==> src/core/mss_pkg.sv <==
`default_nettype none
package mss_pkg;
   localparam int CUR_W = 16;          // current magnitude, units of 0.1 x In
   localparam int TIM_W = 16;          // stall/start times in ms
   localparam int ACC_W = 48;          // accumulated current-squared-time
   localparam int CLK_HZ = 40_000_000;
   localparam int MS_CYC = CLK_HZ / 1000;  // cycles per millisecond tick
   localparam int RISE_MS = 10;            // start detect rise window, ms
   localparam logic [TIM_W-1:0] RISE_TICKS = 16'h000A;
   localparam logic [15:0] MS_CYC_M1 = 16'(MS_CYC - 1);
   localparam logic [ACC_W-1:0] ACC_RST = 48'h0000_0000_0000;
   localparam logic [TIM_W-1:0] TIM_RST = 16'h0000;

   typedef enum logic [2:0] {
      FRC_NORMAL,
      FRC_START,
      FRC_TIME_TRIP,
      FRC_CAP_TRIP,
      FRC_BLOCKED
   } mss_force_t;

   typedef enum logic [1:0] {
      ST_IDLE,
      ST_START,
      ST_RUN,
      ST_STALL
   } mss_state_t;
endpackage : mss_pkg
`default_nettype wire

==> src/core/mss_monitor.sv <==
`timescale 1ns/10ps
`default_nettype none
// Behaviour
// - definite time or current-squared-time supervision
// - lower current gives longer permitted time
// - limit from manual or hot/cold stall
// - no trip while accumulation below limit
// - overlong start without rotation trips
// - speed switch rotation extends start time
// - trip beyond safe stall time while the speed switch shows rotation
// - stall after start uses start settings
// - start only on rise within 10 ms
// - forcing holds one of four states
module mss_monitor (
   input  wire logic                       clk_sys_in,
   input  wire logic                       nrst_in,
   input  wire logic                       ce_in,
   input  wire logic [mss_pkg::CUR_W-1:0]  cur_l1_in,
   input  wire logic [mss_pkg::CUR_W-1:0]  cur_l2_in,
   input  wire logic [mss_pkg::CUR_W-1:0]  cur_l3_in,
   input  wire logic [mss_pkg::CUR_W-1:0]  no_load_cur_in,
   input  wire logic [mss_pkg::CUR_W-1:0]  start_det_cur_in,
   input  wire logic [mss_pkg::CUR_W-1:0]  nom_start_cur_in,
   input  wire logic [mss_pkg::CUR_W-1:0]  max_ovl_cur_in,
   input  wire logic                       i2t_mode_in,
   input  wire logic                       auto_stall_in,
   input  wire logic                       thermal_hot_in,
   input  wire logic [mss_pkg::TIM_W-1:0]  manual_time_in,
   input  wire logic [mss_pkg::TIM_W-1:0]  hot_stall_time_in,
   input  wire logic [mss_pkg::TIM_W-1:0]  cold_stall_time_in,
   input  wire logic [mss_pkg::TIM_W-1:0]  safe_stall_time_in,
   input  wire logic                       speed_sw_use_in,
   input  wire logic                       speed_sw_in,
   input  wire logic                       stall_mon_en_in,
   input  wire logic [2:0]                 force_in,
   output logic                            starting_out,
   output logic                            locked_rotor_check_out,
   output logic                            trip_time_out,
   output logic                            trip_cap_out,
   output logic                            trip_out,
   output logic                            blocked_out
);
   ////////////////////////////////////////////////////////////////////////////
   logic rst_s1_reg, rst_n;
   logic sw_s1_reg, sw_reg;
   always_ff @(posedge clk_sys_in or negedge nrst_in) begin
      if (!nrst_in) begin
         rst_s1_reg <= 1'b0;
         rst_n <= 1'b0;
      end else begin
         rst_s1_reg <= 1'b1;
         rst_n <= rst_s1_reg;
      end
   end
   // speed switch is a field pin, synchronised before use
   always_ff @(posedge clk_sys_in or negedge rst_n) begin
      if (!rst_n) begin
         sw_s1_reg <= 1'b0;
         sw_reg <= 1'b0;
      end else if (ce_in) begin
         sw_s1_reg <= speed_sw_in;
         sw_reg <= sw_s1_reg;
      end
   end

   ////////////////////////////////////////////////////////////////////////////
   logic [mss_pkg::CUR_W-1:0] imax;
   always_comb begin
      imax = cur_l1_in;
      if (cur_l2_in > imax) imax = cur_l2_in;
      if (cur_l3_in > imax) imax = cur_l3_in;
   end
   logic above_nl, above_sd, above_ovl;
   assign above_nl = imax > no_load_cur_in;
   assign above_sd = imax > start_det_cur_in;
   assign above_ovl = imax > max_ovl_cur_in;

   logic [15:0] pre_reg;
   logic        tick;
   assign tick = (pre_reg == mss_pkg::MS_CYC_M1);
   always_ff @(posedge clk_sys_in or negedge rst_n) begin
      if (!rst_n) pre_reg <= 16'h0000;
      else if (ce_in) pre_reg <= tick ? 16'h0000 : pre_reg + 16'h0001;
   end

   ////////////////////////////////////////////////////////////////////////////
   // rise window: opens when no-load is passed, start only if start detect is
   // passed before it runs out; slow rises never reach ST_START
   logic [mss_pkg::TIM_W-1:0] rise_reg;
   logic                      rise_open_reg;
   mss_pkg::mss_state_t       st_reg;
   logic                      start_det;
   assign start_det = rise_open_reg && above_sd && (rise_reg <= mss_pkg::RISE_TICKS);
   always_ff @(posedge clk_sys_in or negedge rst_n) begin
      if (!rst_n) begin
         rise_reg <= mss_pkg::TIM_RST;
         rise_open_reg <= 1'b0;
      end else if (ce_in) begin
         if (!above_nl || st_reg != mss_pkg::ST_IDLE) begin
            rise_reg <= mss_pkg::TIM_RST;
            rise_open_reg <= (st_reg == mss_pkg::ST_IDLE) ? 1'b0 : rise_open_reg;
         end else if (!rise_open_reg) begin
            rise_open_reg <= 1'b1;
         end else if (tick && rise_reg <= mss_pkg::RISE_TICKS) begin
            rise_reg <= rise_reg + 16'h0001;
         end
      end
   end

   ////////////////////////////////////////////////////////////////////////////
   logic [mss_pkg::TIM_W-1:0] limit, time_reg;
   logic [mss_pkg::ACC_W-1:0] acc_reg, acc_lim;
   logic [31:0]               isq;
   assign limit = auto_stall_in ? (thermal_hot_in ? hot_stall_time_in : cold_stall_time_in)
                                : manual_time_in;
   assign isq = imax * imax;
   // capacity = nominal start current squared times permitted time; a lower
   // current accumulates slower and so is allowed longer
   assign acc_lim = 48'(nom_start_cur_in * nom_start_cur_in) * 48'(limit);

   logic supv, tmo_def, tmo_cap, tmo_safe, timeout;
   assign supv = (st_reg == mss_pkg::ST_START) || (st_reg == mss_pkg::ST_STALL);
   assign tmo_def = time_reg >= limit;
   assign tmo_cap = acc_reg >= acc_lim;
   assign tmo_safe = time_reg >= safe_stall_time_in;
   // rotation extends past the set limit, but never past safe stall
   assign timeout = supv && ((((i2t_mode_in ? tmo_cap : tmo_def))
                    && !(speed_sw_use_in && sw_reg))
                    || (speed_sw_use_in && sw_reg && tmo_safe));

   always_ff @(posedge clk_sys_in or negedge rst_n) begin
      if (!rst_n) begin
         time_reg <= mss_pkg::TIM_RST;
         acc_reg <= mss_pkg::ACC_RST;
      end else if (ce_in) begin
         if (!supv) begin
            time_reg <= mss_pkg::TIM_RST;
            acc_reg <= mss_pkg::ACC_RST;
         end else if (tick) begin
            if (time_reg != 16'hFFFF) time_reg <= time_reg + 16'h0001;
            if (!tmo_cap) acc_reg <= acc_reg + 48'(isq);
         end
      end
   end

   ////////////////////////////////////////////////////////////////////////////
   logic trip_reg, cap_reg;
   always_ff @(posedge clk_sys_in or negedge rst_n) begin
      if (!rst_n) begin
         st_reg <= mss_pkg::ST_IDLE;
      end else if (ce_in) begin
         unique case (st_reg)
            mss_pkg::ST_IDLE:  if (start_det) st_reg <= mss_pkg::ST_START;
            mss_pkg::ST_START: begin
               if (!above_nl) st_reg <= mss_pkg::ST_IDLE;
               else if (!above_ovl) st_reg <= mss_pkg::ST_RUN;
            end
            mss_pkg::ST_RUN: begin
               if (!above_nl) st_reg <= mss_pkg::ST_IDLE;
               else if (above_ovl && stall_mon_en_in) st_reg <= mss_pkg::ST_STALL;
            end
            mss_pkg::ST_STALL: begin
               if (!above_nl) st_reg <= mss_pkg::ST_IDLE;
               else if (!above_ovl && !trip_reg) st_reg <= mss_pkg::ST_RUN;
            end
         endcase
      end
   end

   always_ff @(posedge clk_sys_in or negedge rst_n) begin
      if (!rst_n) begin
         trip_reg <= 1'b0;
         cap_reg <= 1'b0;
      end else if (ce_in) begin
         if (timeout) begin
            trip_reg <= 1'b1;
            cap_reg <= i2t_mode_in && tmo_cap;
         end else if (!above_nl) begin
            trip_reg <= 1'b0;
            cap_reg <= 1'b0;
         end
      end
   end

   ////////////////////////////////////////////////////////////////////////////
   mss_pkg::mss_force_t frc;
   assign frc = mss_pkg::mss_force_t'(force_in);
   always_comb begin
      starting_out = (st_reg == mss_pkg::ST_START);
      trip_time_out = trip_reg && !cap_reg;
      trip_cap_out = cap_reg;
      blocked_out = 1'b0;
      unique case (frc)
         mss_pkg::FRC_START: begin
            starting_out = 1'b1;
            trip_time_out = 1'b0;
            trip_cap_out = 1'b0;
         end
         mss_pkg::FRC_TIME_TRIP: begin
            trip_time_out = 1'b1;
            trip_cap_out = 1'b0;
         end
         mss_pkg::FRC_CAP_TRIP: begin
            trip_time_out = 1'b0;
            trip_cap_out = 1'b1;
         end
         mss_pkg::FRC_BLOCKED: begin
            starting_out = 1'b0;
            trip_time_out = 1'b0;
            trip_cap_out = 1'b0;
            blocked_out = 1'b1;
         end
         default: ;
      endcase
      trip_out = trip_time_out || trip_cap_out;
      locked_rotor_check_out = supv && (force_in == 3'h0);
   end

   ////////////////////////////////////////////////////////////////////////////
   a_trip_on_timeout: assert property (@(posedge clk_sys_in) disable iff (!rst_n)
      ce_in && timeout |=> trip_reg) else $error("timeout did not trip");
   a_no_trip_below: assert property (@(posedge clk_sys_in) disable iff (!rst_n)
      ce_in && supv && i2t_mode_in && !tmo_cap && !(speed_sw_use_in && sw_reg)
      && !trip_reg && above_nl |=> !trip_reg) else $error("tripped below limit");
   a_switch_extends: assert property (@(posedge clk_sys_in) disable iff (!rst_n)
      ce_in && supv && speed_sw_use_in && sw_reg && !tmo_safe && !trip_reg |=> !trip_reg)
      else $error("speed switch did not extend");
   a_safe_stall: assert property (@(posedge clk_sys_in) disable iff (!rst_n)
      ce_in && supv && tmo_safe && speed_sw_use_in && sw_reg |=> trip_reg)
      else $error("safe stall exceeded without trip");
   a_trip_holds: assert property (@(posedge clk_sys_in) disable iff (!rst_n)
      trip_reg && above_nl |=> trip_reg) else $error("trip dropped early");
   a_trip_clears: assert property (@(posedge clk_sys_in) disable iff (!rst_n)
      ce_in && trip_reg && !above_nl && !timeout |=> !trip_reg)
      else $error("trip not released");
   a_slow_rise: assert property (@(posedge clk_sys_in) disable iff (!rst_n)
      ce_in && st_reg == mss_pkg::ST_IDLE && rise_reg > mss_pkg::RISE_TICKS
      |=> st_reg != mss_pkg::ST_START) else $error("slow rise taken as start");
   a_force_block: assert property (@(posedge clk_sys_in) disable iff (!rst_n)
      force_in == 3'h4 |-> blocked_out && !trip_out) else $error("block force failed");
   a_limit_sel: assert property (@(posedge clk_sys_in) disable iff (!rst_n)
      ce_in && supv && auto_stall_in && thermal_hot_in && !i2t_mode_in
      && !(speed_sw_use_in && sw_reg) && time_reg >= hot_stall_time_in |=> trip_reg)
      else $error("hot stall time not applied");
   a_def_mode: assert property (@(posedge clk_sys_in) disable iff (!rst_n)
      ce_in && supv && !i2t_mode_in && tmo_def && !speed_sw_use_in |=> trip_reg)
      else $error("definite time not tripped");
   a_stall_entry: assert property (@(posedge clk_sys_in) disable iff (!rst_n)
      ce_in && st_reg == mss_pkg::ST_RUN && above_ovl && above_nl && stall_mon_en_in
      |=> st_reg == mss_pkg::ST_STALL) else $error("stall not supervised");
   c_start: cover property (@(posedge clk_sys_in) disable iff (!rst_n)
      st_reg == mss_pkg::ST_IDLE ##1 st_reg == mss_pkg::ST_START);
   c_trip_start: cover property (@(posedge clk_sys_in) disable iff (!rst_n)
      st_reg == mss_pkg::ST_START && timeout);
   c_extended: cover property (@(posedge clk_sys_in) disable iff (!rst_n)
      supv && tmo_def && speed_sw_use_in && sw_reg && !tmo_safe);
   c_stall_trip: cover property (@(posedge clk_sys_in) disable iff (!rst_n)
      st_reg == mss_pkg::ST_STALL && timeout);
endmodule : mss_monitor
`default_nettype wire

==> config.mk <==
export PLATFORM = sky130hd
export DESIGN_NAME = mss_monitor
export DESIGN_NICKNAME = d
export VERILOG_FILES = /design/src/core/mss_pkg.sv /design/src/core/mss_monitor.sv
export SDC_FILE = /design/constraint.sdc
export NUM_CORES = 2
export LEC_CHECK = 0
export BUFFER_PORTS_ARGS = -buffer_cell sky130_fd_sc_hd__buf_2
export CAP_MARGIN = 20
export CELL_PAD_IN_SITES_DETAIL_PLACEMENT = 1
export CELL_PAD_IN_SITES_GLOBAL_PLACEMENT = 1
export CORE_MARGIN = 2
export CORE_UTILIZATION = 32
export CTS_BUF_LIST = sky130_fd_sc_hd__clkbuf_4 sky130_fd_sc_hd__clkbuf_8 sky130_fd_sc_hd__clkbuf_16
export CTS_CLUSTER_SIZE = 16
export DETAILED_ROUTE_END_ITERATION = 10
export GPL_ROUTABILITY_DRIVEN = 0
export PLACE_DENSITY = 0.61
export SYNTH_ARGS = -nofsm -noshare
export SYNTH_HDL_FRONTEND = slang
export SYNTH_SLANG_ARGS = --single-unit
==> constraint.sdc <==
create_clock -name clk_sys_in -period 7.2 [get_ports clk_sys_in]
set_clock_uncertainty 0.05 [all_clocks]
set_input_delay 1.08 -clock clk_sys_in [delete_from_list [all_inputs] [get_ports clk_sys_in]]
set_output_delay 1.08 -clock clk_sys_in [all_outputs]
set_load 0.005 [all_outputs]
# Yosys cells after proc, flatten, opt, wreduce, memory -nomap -nowiden
# Index checks and enable logic that the tools add are counted.
# word_totals
ff_bits,105
input_bits,188
out_inout_bits,6
# classes
addsub,4
multipliers,3
magnitude_cmp,9
eq_ne,18
muxes,32
reduce_logical,34
# ops
op,n
16-bit 2-to-1 mux,11
48-bit 2-to-1 mux,3
16-bit greater-than comparator,5
16-bit by 16-bit multiplier with 32-bit output,2
16-bit by 1-bit adder with 16-bit output (second input constant),3
48-bit by 32-bit adder with 48-bit output,1
48-bit >= comparator,1
32-bit by 16-bit multiplier with 48-bit output,1
16-bit >= comparator,2
16-bit == test (second input constant),1
16-bit by 4-bit <= comparator with 1-bit output (second input constant),1
16-bit != test (second input constant),1
2-bit 2-to-1 mux,7
1-bit logical AND,12
3-bit AND reduction,3
2-bit case mux with 4 select lines,1
1-bit 2-to-1 mux,7
3-bit by 2-bit == test with 1-bit output (second input constant),2
2-bit by 1-bit != test with 1-bit output (second input constant),3
2-bit != test (second input constant),3
3-bit != test (second input constant),2
1-bit case mux with 2 select lines,3
2-bit nonzero test,3
3-bit OR reduction,2
other kinds (11),20

# Logic depth before layout (Yosys ltp)
# depth
word_depth,10
depth_mapped,60

# Worst setup path before layout
# OpenSTA, ideal clock, no wires.
# synth_path
kind,in2reg
startpoint,input port nom_start_cur_in[1] in the netlist's numbering
endpoint,register acc_reg[38] in the netlist's numbering
setup_ns,0.132
arrival_time_ns,14.249
required_ns,7.018
slack_ns,-7.231
cell_stages,55
path_buffers,5
cell_sequence,clkbuf_1 > clkbuf_1 > and2_1 > fa_1 > inv_1 > fa_1 > inv_1 > fa_1 > inv_1 > fa_1 > inv_1 > fa_1 > inv_1 > fa_1 > inv_1 > ha_1 > and4_1 > o311a_1 > (+19 left out) > a21oi_1 > o21ai_0 > a32oi_1 > a21oi_1 > a221o_1 > a311o_1 > o311ai_0 > ha_1 > nand4_1 > nor2_1 > a221oi_1 > o211ai_1 > a211oi_1 > and2_1 > clkbuf_1 > nand4_1 > xor2_1 > nor2_1
# synth_between
elab_chain_cells,5
# synth_lines
element,line,text
"start, declared",mss_monitor.sv:23,"input wire logic [mss_pkg::CUR_W-1:0] nom_start_cur_in,"
16-bit by 16-bit multiplier with 32-bit output,mss_monitor.sv:119,assign acc_lim = 48'(nom_start_cur_in * nom_start_cur_in) * 48'(limit);
32-bit by 16-bit multiplier with 48-bit output,mss_monitor.sv:119,
48-bit >= comparator,mss_monitor.sv:124,assign tmo_cap = acc_reg >= acc_lim;
2-bit != test (no source line),--,
3-bit AND reduction (no source line),--,
"end signal, assigned",mss_monitor.sv:134,acc_reg <= mss_pkg::ACC_RST;
"end signal, assigned",mss_monitor.sv:138,acc_reg <= mss_pkg::ACC_RST;
"end signal, assigned",mss_monitor.sv:141,if (!tmo_cap) acc_reg <= acc_reg + 48'(isq);
"end, declared",mss_monitor.sv:112,"logic [mss_pkg::ACC_W-1:0] acc_reg, acc_lim;"
# Every way passes these cells.
# A chain may end at the register's enable or synchronous reset.

# Final worst setup path
# layout_path
startpoint,input port nom_start_cur_in[10] in the netlist's numbering
endpoint,register acc_reg[41] in the netlist's numbering
# Same word-level chain as after synthesis.

==> metrics.yaml <==
worst_setup_path:
  timing.rr.start: "acc_reg[13]"
  arrival_ns: 13.88
  timing.critical_path.buf_inv: 13
  cpMostUsedCell: "fa_1"
  rr_worst_depth: 20
  crit_family: "adder cells"
  worstSetupStartpointType: "input port"
  cp.required_ns: 7.41
  end_kind: "register"
  max_stage_delay_ns: 0.58
  reg2reg_setup_slack_ns: 2.03
  cp_num_cells: 55
  cp_max_fo: 5
  reg2reg_to: "acc_reg[36]"
  critical_path_class: "input port to register"
  crit_slowest_cell: "fa_1"
grt:
  antenna_found_initial: 3
  gr-total-overflow: 0
  grt_use_total_pct: 22.20
  first_global_vias: 39907
  grt_pass1_wl_mm: 226.4
  grt_max_degree: 71
yosys:
  synth-seq-area-share_pct: 6.515
  synth_top_area_share_pct: 37.58
  yosysWarnings: 0
  synth.area.top_cells: "fa_1, ha_1, inv_1, dfrtp_1, nand2_1"
  netlist-cell-type-count: 83
  synth_top_area_cell: "fa_1"
  synth-edff-count: 0
  synth.ff_latch_count: 105
  synthCells: 4758
  ys_async_sr_fraction_pct: 100.0
  synthFlopType: "dfrtp_1"
  netlist_area_um2: 40330
  syn-num-nets: 6199
  syn_avg_cell_area_um2: 8.476
timing:
  period_needed_ns: 13.67
  relSlewSlack_pct: 35.84
  drv_slew: 0
  period_share_pct: 189.9
  worst_pin_slew_ns: 0.9625
  whs_ns: 0.2261
  hold_viol_final: 0
  max_freq_ghz: 0.07316
  rsz0062_at_grt: "yes"
  setup_tns_ns: -316.74
  setup_viol: 50
  setup_ws_ns: -6.469
floorplan:
  io_pins: 194
  die_y_um: 359.0
  rows: 130
  die_w_um: 359.0
  die_area_um2: 128900
  core_area_um2: 125400
  initial_core_util_pct: 32.16
detailed_routing:
  top_layer: "met5"
  drt-wirelength-per-cell_um: 18.99
  wl_met3_mm: 5.580
  route.met2.wl_mm: 68.21
  drc: 0
  routed_wl_mm: 141.1
  first_iter_violations: 1575
  first_pass_iters: 5
  vias: 36000
  viasPerCell: 4.844
  wl_met1_mm: 65.71
  drtAntennaViolNets: 0
clock_tree:
  cts_num_sinks: 105
  ctsRootBufferMaster: "clkbuf_16"
  clk_pin_slew_worst_paths_ns: 0.10
  clk_latency_ns: 0.38
  cts_made_buffers: 9
  cts_tree: "done"
  htree_num_levels: 3
  clockBufferDepth: 2
  cts_hold_buffers: 0
run_status:
  violations: "negative setup slack"
  outcome: "finished with violations"
finish:
  largest_reg_flops: 48
  drive_gt1_share_pct: 25.93
  nFillCells: 14802
  final_cell_mix: "inv_1, buf_4, fa_1, nand2_1, ha_1"
  final_cell_area_um2: 52770
  area_growth_pct: 30.83
  final_common_cell: "inv_1"
  nets: 7217
min_path:
  hp-class: "register to async pin"
placed_design:
  postPlaceCellArea_um2: 49990
  hpwl_mm: 122.5
  portBuffers: 193
run:
  drv_cap: 0
[per-stage QoR]
step	setup WS (ns)	util, %	std cells
CTS	-6.562	40.93	7382
finish	-6.469	42.08	7432
floorplan	-6.393	-	4758
detailed placement	-7.442	39.86	7333
global placement	-7.308	39.86	7333
global route	-6.924	42.07	7431
[synthesized netlist by cell type (8+ instances only)]
library cell and instances:
a31oi_1 14, nand3_1 61, buf_1 10, nand4_1 58
and4_1 8, fa_1 757, xnor2_1 91, and2_1 92
o21ai_0 119, a21o_1 88, o21ai_1 12, nor3_1 39
buf_2 13, inv_1 1057, nor4_1 15, nand2b_1 25
a211oi_1 19, nand2_1 589, and3_1 22, mux2_2 9
dfrtp_1 105, o21bai_1 20, o211ai_1 17, o21a_1 23
ha_1 496, or2_2 13, clkbuf_1 133, or3_1 14
clkinv_1 13, nor2_1 402, xor2_1 68, nor2b_1 27
mux2i_1 35, a21oi_1 178
[cell type report]
class / instances / area, µm² / share of cell area, %
inverter: 1073 / 4043 / 7.661
clock inverter: 7 / 88.84 / 0.1684
antenna: 1 / 2.502 / 0.004742
sequential: 105 / 2631 / 4.987
clock buffer: 9 / 225.2 / 0.4268
multi-input combinational: 3417 / 34550 / 65.49
timing repair buffer: 1170 / 9156 / 17.35
tap: 1650 / 2064 / 3.913
[worst max path at each step]
| stage | start | to | slack, ns |
|---|---|---|---|
| after CTS | nom_start_cur_in[9] | acc_reg[36] | -6.56 |
| after global routing | nom_start_cur_in[3] | acc_reg[41] | -6.92 |
| after global placement | nom_start_cur_in[2] | acc_reg[36] | -7.31 |
| final | nom_start_cur_in[10] | acc_reg[41] | -6.47 |
| after floorplan | nom_start_cur_in[1] | acc_reg[45] | -6.39 |
| after detailed placement | nom_start_cur_in[10] | acc_reg[36] | -7.44 |
[routing by layer]
| metal | GRT usage (%) | vias up |
|---|---|---|
| li1 | - | 16784 |
| met5 | 0 | - |
| met2 | 37.80 | 498 |
| met3 | 2.008 | 84 |
| met1 | 31.71 | 18632 |
| met4 | 1.928 | 2 |
[kinds of logic after synthesis]
family                     Yosys count  share of synthesized area [%]
DFF                                105                          6.515
xor gates and xnor gates           159                          3.453
and+or+nand+nor                   1384                          15.18
AOI/OAI and AO/OA                  576                          9.146
other                                1                       0.009298
adders and majority gates         1253                          52.96
buffers and inverters             1236                          11.61
muxes                               44                          1.120
[what timing repair did]
item                       4_1_cts  5_1_grt
resized for setup              177      228
setup endpoints to repair       51       67
pin swaps                       64      163
buffers inserted                30       47
gates cloned                     6        3
Power is left out: the tool's default activity adds up to more than one toggle a clock period on the data nets, which glitch-free logic cannot reach.
